## src/verilog/tsq_pkg.sv

```systemverilog
// Constants, types and helpers shared by the trigger sequencer files.
// Assumes one 100 MHz clock and a synchronous active-high reset.
package tsq_pkg;
  localparam logic [5:0] REG_CTRL = 6'h00;
  localparam logic [5:0] REG_BTE = 6'h01;
  localparam logic [5:0] REG_SETUP = 6'h02;
  localparam logic [5:0] REG_STAT = 6'h03;
  localparam logic [5:0] REG_TLIM0 = 6'h04;
  localparam logic [5:0] REG_TLIM1 = 6'h05;
  localparam logic [5:0] REG_CLIM0 = 6'h06;
  localparam logic [5:0] REG_CLIM1 = 6'h07;
  localparam logic [1:0] QUE_PAGE = 2'h1;
  localparam logic [15:0] CTRL_WMASK = 16'hfff7;
  localparam logic [4:0] BTE_WMASK = 5'h1f;
  localparam int BTE_C1CLK = 4;
  localparam logic [3:0] SETUP_WMASK = 4'hf;
  localparam int SET_EN = 0;
  localparam int SET_START = 1;
  localparam int SET_FALL = 2;
  localparam int SET_SINGLE = 3;
  localparam int CLK_HI = 15;
  localparam int CLK_LO = 13;
  localparam int DIV_HI = 12;
  localparam int DIV_LO = 8;
  localparam int PWD_HI = 7;
  localparam int PWD_LO = 4;
  localparam int WDT_HI = 2;
  localparam int WDT_LO = 0;
  localparam int CTRL_RSVD = 3;
  localparam logic [2:0] CLK_SYS = 3'h0;
  localparam logic [2:0] CLK_RSVD6 = 3'h6;
  localparam logic [2:0] CLK_RSVD7 = 3'h7;
  localparam logic [2:0] WDT_OFF = 3'h0;
  localparam logic [15:0] WDT_UNIT = 16'h0004;
  localparam logic [3:0] OP_CTRL = 4'h0;
  localparam logic [3:0] OP_WAIT = 4'h1;
  localparam logic [3:0] OP_TRIG = 4'h2;
  localparam logic [3:0] OP_IRQ = 4'h3;
  localparam logic [3:0] OP_LOOP0 = 4'h4;
  localparam logic [3:0] OP_LOOP1 = 4'h5;
  localparam logic [3:0] OP_JUMP = 4'h6;
  localparam logic [3:0] OPT_TMR0 = 4'h8;
  localparam logic [3:0] OPT_TMR1 = 4'h9;
  localparam logic [3:0] OPT_BCAST = 4'hf;

  typedef struct packed {
    logic we;
    logic re;
    logic [5:0] addr;
    logic [15:0] wdata;
  } tsq_bus_req_t;

  typedef enum logic [1:0] {
    ST_IDLE = 2'b00,
    ST_FETCH = 2'b01,
    ST_EXEC = 2'b10,
    ST_WAIT = 2'b11
  } tsq_state_t;

  function automatic logic [15:0] tsq_wdt_limit(input logic [2:0] code);
    return WDT_UNIT << code;
  endfunction

  function automatic logic [15:0] tsq_onehot16(input logic [3:0] idx);
    return 16'h0001 << idx;
  endfunction
endpackage

```

## src/verilog/tsq_sequencer.sv

```systemverilog
// Trigger sequencer: register file, clocking, step engine and pulse outputs.
// Assumes a plain register port on clk; trigger and source pins are asynchronous.
//
// Implementation choices: the address-and-strobe port and the register addresses.
`timescale 1ns/100ps
`default_nettype none
module tsq_sequencer (
  input wire logic clk,
  input wire logic sys_rst,
  input wire tsq_pkg::tsq_bus_req_t bus_req,
  output logic [15:0] read_data,
  input wire logic [15:0] trig_in,
  input wire logic [4:0] clk_src_pins,
  output logic [15:0] trig_out_r,
  output logic [3:0] compare_sync_r,
  output logic compare1_clk_r,
  output logic [3:0] irq_out_r,
  output logic step_irq_r,
  output logic wdt_irq_r
);
  import tsq_pkg::*;

  logic [15:0] ctrl_r;
  logic [4:0] bte_r;
  logic [3:0] setup_r;
  logic [15:0] tlim0_r;
  logic [15:0] tlim1_r;
  logic [15:0] clim0_r;
  logic [15:0] clim1_r;
  logic [15:0] cnt0_r;
  logic [15:0] cnt1_r;
  logic [15:0] rdata_r;
  logic [15:0] rd_nxt;
  logic rd_que_r;
  logic [7:0] q_data;
  logic [7:0] q_rd;
  logic [15:0] trig_s1_r;
  logic [15:0] trig_s2_r;
  logic [15:0] trig_s3_r;
  logic [4:0] src_s1_r;
  logic [4:0] src_s2_r;
  logic [4:0] src_s3_r;
  logic [15:0] edge_now;
  logic [15:0] edge_seen_r;
  logic [4:0] src_rise;
  logic src_tick;
  logic [4:0] div_cnt_r;
  logic mod_tick;
  tsq_state_t state_r;
  logic [3:0] pc_r;
  logic [3:0] pc_nxt;
  logic [3:0] op;
  logic [3:0] opt;
  logic exec_now;
  logic is_wait;
  logic wait_ok;
  logic loop_take;
  logic step_done;
  logic single;
  logic bte_locked;
  logic bcast_fire;
  logic [1:0] tmr_load;
  logic [1:0] tmr_done;
  logic [15:0] wdt_cnt_r;
  logic [15:0] wdt_lim;
  logic wdt_expire;
  logic [4:0] pw_len;
  logic [4:0] pw_cnt_r;
  logic [4:0] bc_cnt_r;
  logic wr_ctrl;
  logic wr_bte;
  logic wr_setup;
  logic wr_que;

  assign wr_ctrl = bus_req.we && bus_req.addr == REG_CTRL;
  assign wr_bte = bus_req.we && bus_req.addr == REG_BTE;
  assign wr_setup = bus_req.we && bus_req.addr == REG_SETUP;
  assign wr_que = bus_req.we && bus_req.addr[5:4] == QUE_PAGE;
  assign single = setup_r[SET_SINGLE];
  assign op = q_data[7:4];
  assign opt = q_data[3:0];
  assign pw_len = {1'b0, ctrl_r[PWD_HI:PWD_LO]} + 5'h01;
  assign wdt_lim = tsq_wdt_limit(ctrl_r[WDT_HI:WDT_LO]);

  // Locked only while truly running, so software can stage it when idle
  assign bte_locked = setup_r[SET_EN] && setup_r[SET_START]
    && state_r != ST_IDLE;

  // Register file
  always_ff @(posedge clk) begin
    if (sys_rst) begin
      ctrl_r <= 16'h0000;
    end else if (wr_ctrl) begin
      ctrl_r <= bus_req.wdata & CTRL_WMASK;
    end
  end

  always_ff @(posedge clk) begin
    if (sys_rst) begin
      bte_r <= 5'h00;
    end else if (wr_bte && !bte_locked) begin
      bte_r <= bus_req.wdata[4:0] & BTE_WMASK;
    end
  end

  // Hardware clears start after a single step or a watchdog abort;
  // a software write in the same cycle wins.
  always_ff @(posedge clk) begin
    if (sys_rst) begin
      setup_r <= 4'h0;
    end else if (wr_setup) begin
      setup_r <= bus_req.wdata[3:0] & SETUP_WMASK;
    end else if ((step_done && single) || wdt_expire) begin
      setup_r[SET_START] <= 1'b0;
    end
  end

  always_ff @(posedge clk) begin
    if (sys_rst) begin
      tlim0_r <= 16'h0000;
      tlim1_r <= 16'h0000;
      clim0_r <= 16'h0000;
      clim1_r <= 16'h0000;
    end else if (bus_req.we) begin
      if (bus_req.addr == REG_TLIM0) tlim0_r <= bus_req.wdata;
      if (bus_req.addr == REG_TLIM1) tlim1_r <= bus_req.wdata;
      if (bus_req.addr == REG_CLIM0) clim0_r <= bus_req.wdata;
      if (bus_req.addr == REG_CLIM1) clim1_r <= bus_req.wdata;
    end
  end

  always_comb begin
    unique case (bus_req.addr)
      REG_CTRL: rd_nxt = ctrl_r;
      REG_BTE: rd_nxt = {11'h000, bte_r};
      REG_SETUP: rd_nxt = {12'h000, setup_r};
      REG_STAT: rd_nxt = {8'h00, pc_r, 1'b0, state_r, state_r != ST_IDLE};
      REG_TLIM0: rd_nxt = tlim0_r;
      REG_TLIM1: rd_nxt = tlim1_r;
      REG_CLIM0: rd_nxt = clim0_r;
      REG_CLIM1: rd_nxt = clim1_r;
      default: rd_nxt = 16'h0000;
    endcase
  end

  always_ff @(posedge clk) begin
    if (sys_rst) begin
      rdata_r <= 16'h0000;
      rd_que_r <= 1'b0;
    end else begin
      rdata_r <= bus_req.re ? rd_nxt : 16'h0000;
      rd_que_r <= bus_req.re && bus_req.addr[5:4] == QUE_PAGE;
    end
  end

  assign read_data = rd_que_r ? {8'h00, q_rd} : rdata_r;

  tsq_queue_mem u_queue (
    .clk(clk),
    .sys_rst(sys_rst),
    .we(wr_que),
    .waddr(bus_req.addr[3:0]),
    .wdata(bus_req.wdata[7:0]),
    .a_addr(pc_r),
    .a_data_r(q_data),
    .b_addr(bus_req.addr[3:0]),
    .b_data_r(q_rd)
  );

  // Pin synchronisers; third stage only keeps the previous level
  always_ff @(posedge clk) begin
    if (sys_rst) begin
      trig_s1_r <= 16'h0000;
      trig_s2_r <= 16'h0000;
      trig_s3_r <= 16'h0000;
      src_s1_r <= 5'h00;
      src_s2_r <= 5'h00;
      src_s3_r <= 5'h00;
    end else begin
      trig_s1_r <= trig_in;
      trig_s2_r <= trig_s1_r;
      trig_s3_r <= trig_s2_r;
      src_s1_r <= clk_src_pins;
      src_s2_r <= src_s1_r;
      src_s3_r <= src_s2_r;
    end
  end

  assign edge_now = setup_r[SET_FALL] ? (~trig_s2_r & trig_s3_r)
    : (trig_s2_r & ~trig_s3_r);
  assign src_rise = src_s2_r & ~src_s3_r;

  // Edges are caught between ticks so a slow module clock misses none
  always_ff @(posedge clk) begin
    if (sys_rst) begin
      edge_seen_r <= 16'h0000;
    end else if (state_r == ST_FETCH) begin
      edge_seen_r <= edge_now;
    end else begin
      edge_seen_r <= edge_seen_r | edge_now;
    end
  end

  // Module clock: source select then prescale
  always_comb begin
    unique case (ctrl_r[CLK_HI:CLK_LO])
      CLK_SYS: src_tick = 1'b1;
      CLK_RSVD6, CLK_RSVD7: src_tick = 1'b0;
      default: src_tick = src_rise[3'(ctrl_r[CLK_HI:CLK_LO] - 3'h1)];
    endcase
  end

  always_ff @(posedge clk) begin
    if (sys_rst) begin
      div_cnt_r <= 5'h00;
    end else if (src_tick) begin
      div_cnt_r <= (div_cnt_r >= ctrl_r[DIV_HI:DIV_LO]) ? 5'h00
        : div_cnt_r + 5'h01;
    end
  end

  assign mod_tick = src_tick && div_cnt_r >= ctrl_r[DIV_HI:DIV_LO];

  // Step decode
  assign exec_now = state_r == ST_EXEC && mod_tick;
  assign is_wait = op == OP_WAIT
    || (op == OP_CTRL && (opt == OPT_TMR0 || opt == OPT_TMR1));
  assign wait_ok = (op == OP_WAIT) ? edge_seen_r[opt] : tmr_done[opt[0]];
  assign loop_take = (op == OP_LOOP0 && cnt0_r != clim0_r)
    || (op == OP_LOOP1 && cnt1_r != clim1_r) || op == OP_JUMP;
  assign pc_nxt = loop_take ? opt : pc_r + 4'h1;
  assign step_done = (exec_now && !is_wait)
    || (state_r == ST_WAIT && mod_tick && wait_ok);
  assign bcast_fire = exec_now && op == OP_CTRL && opt == OPT_BCAST;
  assign tmr_load[0] = exec_now && op == OP_CTRL && opt == OPT_TMR0;
  assign tmr_load[1] = exec_now && op == OP_CTRL && opt == OPT_TMR1;
  assign wdt_expire = state_r == ST_WAIT && mod_tick && !wait_ok
    && ctrl_r[WDT_HI:WDT_LO] != WDT_OFF
    && wdt_cnt_r + 16'h0001 == wdt_lim;

  tsq_timer u_tmr0 (
    .clk(clk),
    .sys_rst(sys_rst),
    .tick(mod_tick),
    .load(tmr_load[0]),
    .limit(tlim0_r),
    .done_r(tmr_done[0])
  );

  tsq_timer u_tmr1 (
    .clk(clk),
    .sys_rst(sys_rst),
    .tick(mod_tick),
    .load(tmr_load[1]),
    .limit(tlim1_r),
    .done_r(tmr_done[1])
  );

  // Step engine
  always_ff @(posedge clk) begin
    if (sys_rst || !setup_r[SET_EN]) begin
      state_r <= ST_IDLE;
      pc_r <= 4'h0;
    end else begin
      unique case (state_r)
        ST_IDLE: if (setup_r[SET_START]) state_r <= ST_FETCH;
        ST_FETCH: state_r <= ST_EXEC;
        ST_EXEC: begin
          if (mod_tick && is_wait) begin
            state_r <= ST_WAIT;
          end else if (mod_tick) begin
            pc_r <= pc_nxt;
            state_r <= single ? ST_IDLE : ST_FETCH;
          end
        end
        ST_WAIT: begin
          if (wdt_expire) begin
            state_r <= ST_IDLE;
          end else if (step_done) begin
            pc_r <= pc_r + 4'h1;
            state_r <= single ? ST_IDLE : ST_FETCH;
          end
        end
      endcase
    end
  end

  // Loop counters count passes, then clear and fall through
  always_ff @(posedge clk) begin
    if (sys_rst || !setup_r[SET_EN]) begin
      cnt0_r <= 16'h0000;
      cnt1_r <= 16'h0000;
    end else if (exec_now && op == OP_LOOP0) begin
      cnt0_r <= loop_take ? cnt0_r + 16'h0001 : 16'h0000;
    end else if (exec_now && op == OP_LOOP1) begin
      cnt1_r <= loop_take ? cnt1_r + 16'h0001 : 16'h0000;
    end
  end

  // Watchdog restarts every step
  always_ff @(posedge clk) begin
    if (sys_rst || state_r != ST_WAIT) begin
      wdt_cnt_r <= 16'h0000;
    end else if (mod_tick) begin
      wdt_cnt_r <= wdt_cnt_r + 16'h0001;
    end
  end

  // Trigger pulse; a new trigger step restarts the pulse
  always_ff @(posedge clk) begin
    if (sys_rst) begin
      pw_cnt_r <= 5'h00;
      trig_out_r <= 16'h0000;
    end else if (exec_now && op == OP_TRIG) begin
      pw_cnt_r <= pw_len;
      trig_out_r <= tsq_onehot16(opt);
    end else if (mod_tick && pw_cnt_r != 5'h00) begin
      pw_cnt_r <= pw_cnt_r - 5'h01;
      if (pw_cnt_r == 5'h01) trig_out_r <= 16'h0000;
    end
  end

  // Broadcast sync outputs share the programmed width; the compare one clock is a single-cycle pulse
  always_ff @(posedge clk) begin
    if (sys_rst) begin
      bc_cnt_r <= 5'h00;
      compare_sync_r <= 4'h0;
      compare1_clk_r <= 1'b0;
    end else begin
      compare1_clk_r <= bcast_fire && bte_r[BTE_C1CLK];
      if (bcast_fire) begin
        bc_cnt_r <= pw_len;
        compare_sync_r <= bte_r[3:0];
      end else if (mod_tick && bc_cnt_r != 5'h00) begin
        bc_cnt_r <= bc_cnt_r - 5'h01;
        if (bc_cnt_r == 5'h01) compare_sync_r <= 4'h0;
      end
    end
  end

  // Interrupt pulses
  always_ff @(posedge clk) begin
    if (sys_rst) begin
      irq_out_r <= 4'h0;
      step_irq_r <= 1'b0;
      wdt_irq_r <= 1'b0;
    end else begin
      irq_out_r <= (exec_now && op == OP_IRQ)
        ? 4'(tsq_onehot16({2'h0, opt[1:0]})) : 4'h0;
      step_irq_r <= step_done && single;
      wdt_irq_r <= wdt_expire;
    end
  end
endmodule
`default_nettype wire

```

## src/verilog/tsq_queue_mem.sv

```systemverilog
// Sixteen-entry step queue, one write port and two registered read ports.
// Assumes writes and reads come from logic on the same clock.
`timescale 1ns/100ps
`default_nettype none
module tsq_queue_mem (
  input wire logic clk,
  input wire logic sys_rst,
  input wire logic we,
  input wire logic [3:0] waddr,
  input wire logic [7:0] wdata,
  input wire logic [3:0] a_addr,
  output logic [7:0] a_data_r,
  input wire logic [3:0] b_addr,
  output logic [7:0] b_data_r
);
  logic [7:0] mem [16];

  always_ff @(posedge clk) begin
    if (we) begin
      mem[waddr] <= wdata;
    end
  end

  always_ff @(posedge clk) begin
    if (sys_rst) begin
      a_data_r <= 8'h00;
      b_data_r <= 8'h00;
    end else begin
      a_data_r <= mem[a_addr];
      b_data_r <= mem[b_addr];
    end
  end
endmodule
`default_nettype wire

```

## src/verilog/tsq_timer.sv

```systemverilog
// One 16-bit step timer counting module clock ticks up to a limit.
// Assumes load and tick are single-cycle strobes on the same clock.
`timescale 1ns/100ps
`default_nettype none
module tsq_timer (
  input wire logic clk,
  input wire logic sys_rst,
  input wire logic tick,
  input wire logic load,
  input wire logic [15:0] limit,
  output logic done_r
);
  logic [15:0] count_r;
  logic run_r;

  always_ff @(posedge clk) begin
    if (sys_rst) begin
      count_r <= 16'h0000;
      run_r <= 1'b0;
      done_r <= 1'b0;
    end else if (load) begin
      count_r <= 16'h0000;
      run_r <= 1'b1;
      done_r <= 1'b0;
    end else if (tick && run_r) begin
      if (count_r == limit) begin
        run_r <= 1'b0;
        done_r <= 1'b1;
      end else begin
        count_r <= count_r + 16'h0001;
      end
    end
  end
endmodule
`default_nettype wire

```

## config.mk

```make
export PLATFORM = sky130hd
export DESIGN_NAME = tsq_sequencer
export DESIGN_NICKNAME = d
export VERILOG_FILES = /design/src/verilog/tsq_pkg.sv /design/src/verilog/tsq_sequencer.sv /design/src/verilog/tsq_queue_mem.sv /design/src/verilog/tsq_timer.sv
export SDC_FILE = /design/constraint.sdc
export NUM_CORES = 1
export LEC_CHECK = 0
export ABC_AREA = 1
export BUFFER_PORTS_ARGS = -buffer_cell sky130_fd_sc_hd__buf_2
export CAP_MARGIN = 15
export CORE_UTILIZATION = 35
export CTS_CLUSTER_DIAMETER = 100
export DETAILED_ROUTE_END_ITERATION = 8
export PLACE_DENSITY = 0.5
export SLEW_MARGIN = 5
export SYNTH_ARGS = -nofsm -noshare
export SYNTH_HDL_FRONTEND = slang
export SYNTH_SLANG_ARGS = --single-unit
export TNS_END_PERCENT = 1
```

## constraint.sdc

```tcl
create_clock -name clk -period 3.3 [get_ports clk]
set_clock_uncertainty 0.2 [all_clocks]
set_input_delay 0 -clock clk [delete_from_list [all_inputs] [get_ports clk]]
set_output_delay 0 -clock clk [all_outputs]
set_load 0.1 [all_outputs]
```

==> qor.csv <==
metric,value,unit
RD Place Congestion,0.873,
CP startpoint kind,flip-flop,
Static Leak,9.61,nW
CP peak stage delay,0.48,ns
Die H,248,µm
R2R depth,12,
Yosys top cell by area,dfxtp_1,
Tot GR Track Use,0.231,
Longest Clk Path Bufs,3,
most common cell in the netlist,nand2_1,
cell area power density,512,nW/µm²
flop-to-flop setup slack,0.32,ns
final setup violation count,0,
Largest register FFs,128,
later-pin clock latency in the skew report,0.62,ns
initial antenna violation count,0,
Die X,248,µm
largest net degree at the start of global routing,82,
Worst slew margin,0.436,
f_max,0.336,GHz
fin crit period,2.98,ns
Compound-Gate Fraction of Synth Area,0.170,
Root Buffer,clkbuf_16,
reg2reg start,ctrl_r[14],
Initial DRC Count,1470,
WP data arrival,3.32,ns
main combinational cell family by area after synthesis,simple AND/OR/NAND/NOR gates,
Synth top area share,0.315,
total chip power,12.8,mW
Post-route DRC,0,
ys async rst share,0,
gr ovfl total,0,
worst-margin pin slew,0.845,ns
status,finished clean,
cts bufs inserted,52,
post-synthesis adder-cell area fraction,0.0142,
Biggest register,u_queue.mem,
drt total wl,70.6,mm
CTS tree,yes,
die area,61300,µm²
Post-DP HPWL,48.2,mm
Hold Path Origin,bus_req[18],
Slowest cell on crit path,nor3_4,
fin. max-slew vios,0,
number of diodes,0,
Post-Synthesis Cells,2663,
Layout area overhead,18.8,%
clock slew at reported path FFs,0.06,ns
part of the cycle the worst path needs,0.902,
CTS H-tree lvls,2,
post-synth net total,2734,
Final ANT Viol Nets,0,
worst-path cell chain,inv_1 > ha_1 > nand2_1 > nor3_1 > a21oi_1 > nand2_2 > nand4_4 > nor3_4 > inv_2 > nor3_2 > nand2_1 > a21oi_1,
final hold violations,0,
DR WL/cell,19.4,µm
xor and xnor area share after synthesis,0.0224,
Final Net Count,2903,
end point of the worst hold path,rdata_r[10],
largest cells by area after synthesis,"dfxtp_1 32%, edfxtp_1 18%, nand2_1 6.8%, nor2_1 6.4%, inv_1 6.0%",
reg2reg end,trig_out_r[1],
WHS Path Cells,8,
Worst Setup End Kind,flip-flop,
Max Cap Viol,0,
post-synthesis cell type count,46,
clock sinks,460,
mux contribution to synthesized area,0.00474,
Critical Path RT,3.64,ns
Post-synth top cells,"380 x nand2_1, 362 x nor2_1, 337 x inv_1",
Post-Synth Simple-Gate Area,0.209,
Port Buffer Count,89,
first-pass GRT wire length,109,mm
#FFs+latches synth,460,
mapped cell area,21100,µm²
RSZ-0062 raised after global routing,false,
TNS Setup,0,ns
io pins,90,
number of synthesized flops with an enable pin,128,
core area,59200,µm²
Post-Syn Area per Cell,7.92,µm²
1st-pass router iterations,7,
sequential area share after synthesis,0.497,
"Top FF cell, synth",dfxtp_1,
vias in the first global route,18442,
ratio of cells with drive above 1 in the final layout,0.0967,
critical path type,reg2reg,
peak supply drop,0.380,mV
Worst Hold Class,in2reg,
Initial Util,0.356,
critical-path maximum fanout,11,
Via density,5.26,
Rows,89,
synth warn,0,
vias post-DR,19209,
## worst max-delay path: cells and delay by family (launching register included)
kind            cells  cell delay, ns
simple gates        7            1.46
flops               1            0.39
fa+ha+maj           1            0.33
buf+inv             2            0.27
compound gates      2            0.26
## per-layer routing
metal  part of all wire  global-route usage
met4              0.024              0.0675
met2               0.45               0.362
met1               0.47               0.329
met3              0.063              0.0319
met5                  0                   0
## per-stage QoR
stage | area [µm²] | hold slack [ns] | setup WS [ns] | instances | utilization
floorplan | 21100 | -0.101 | 0.833 | 2663 | -
global route | 25100 | 0.0667 | 0.0489 | 3649 | 0.423
global placement | 22500 | -0.00150 | 0.485 | 3471 | 0.381
CTS | 25000 | 0.0749 | 0.287 | 3644 | 0.422
detailed placement | 22500 | 0.00572 | 0.317 | 3471 | 0.381
finish | 25100 | 0.0904 | 0.322 | 3649 | 0.423
## placed cells by master (no fill, tap or decap), drive strengths merged, types with 32 or more instances in the layout
master       instances
a21oi              219
a22oi               68
buf                150
clkbuf              75
dfxtp              332
dlygate4sd3         75
edfxtp             128
inv                353
nand2              382
nand3              106
nand4               42
nor2               369
nor3                91
o21ai              240
o22ai               32
xor2                34
## report_power, final
part	internal [mW]	leakage, nW	switching (mW)
Sequential	5.92	3.85	0.0843
Combinational	0.360	4.91	0.615
Clock	3.40	0.856	2.44
Total	9.68	9.61	3.14
## cell type report
type / count / area, µm²
inverters: 353 / 1330
flip-flops and latches: 460 / 10500
clock buffers: 75 / 1500
repair buffers: 225 / 1690
clock inverters: 23 / 218
well taps: 773 / 967
fillers: 6014 / 34200
multi-input cells: 1740 / 8870
## repair_timing
action | CTS | global route
gates resized for setup | 0 | 3
endpoints found under the setup margin | 0 | 5
hold buffers | 75 | 0
setup buffers | 0 | 5
hold endpoints to repair | 280 | 0
## worst max path at each step
stage | start | end | cells after the start
final | ctrl_r[14] | trig_out_r[1] | 12
after global routing | ctrl_r[14] | cnt0_r[9] | 13
after CTS | ctrl_r[13] | cnt0_r[9] | 13
after detailed placement | ctrl_r[13] | u_tmr1.count_r[4] | 13
after global placement | ctrl_r[13] | cnt1_r[14] | 15
after floorplan | ctrl_r[13] | cnt1_r[14] | 15
## cell families after synthesis
family / Yosys count
flip-flops: 460
AO/OA/AOI/OAI: 627
buffers and inverters: 463
AND/OR/NAND/NOR: 1026
multiplexers: 9
adder cells (fa/ha/maj): 24
XOR/XNOR: 54
(Power assumes the default switching activity.)
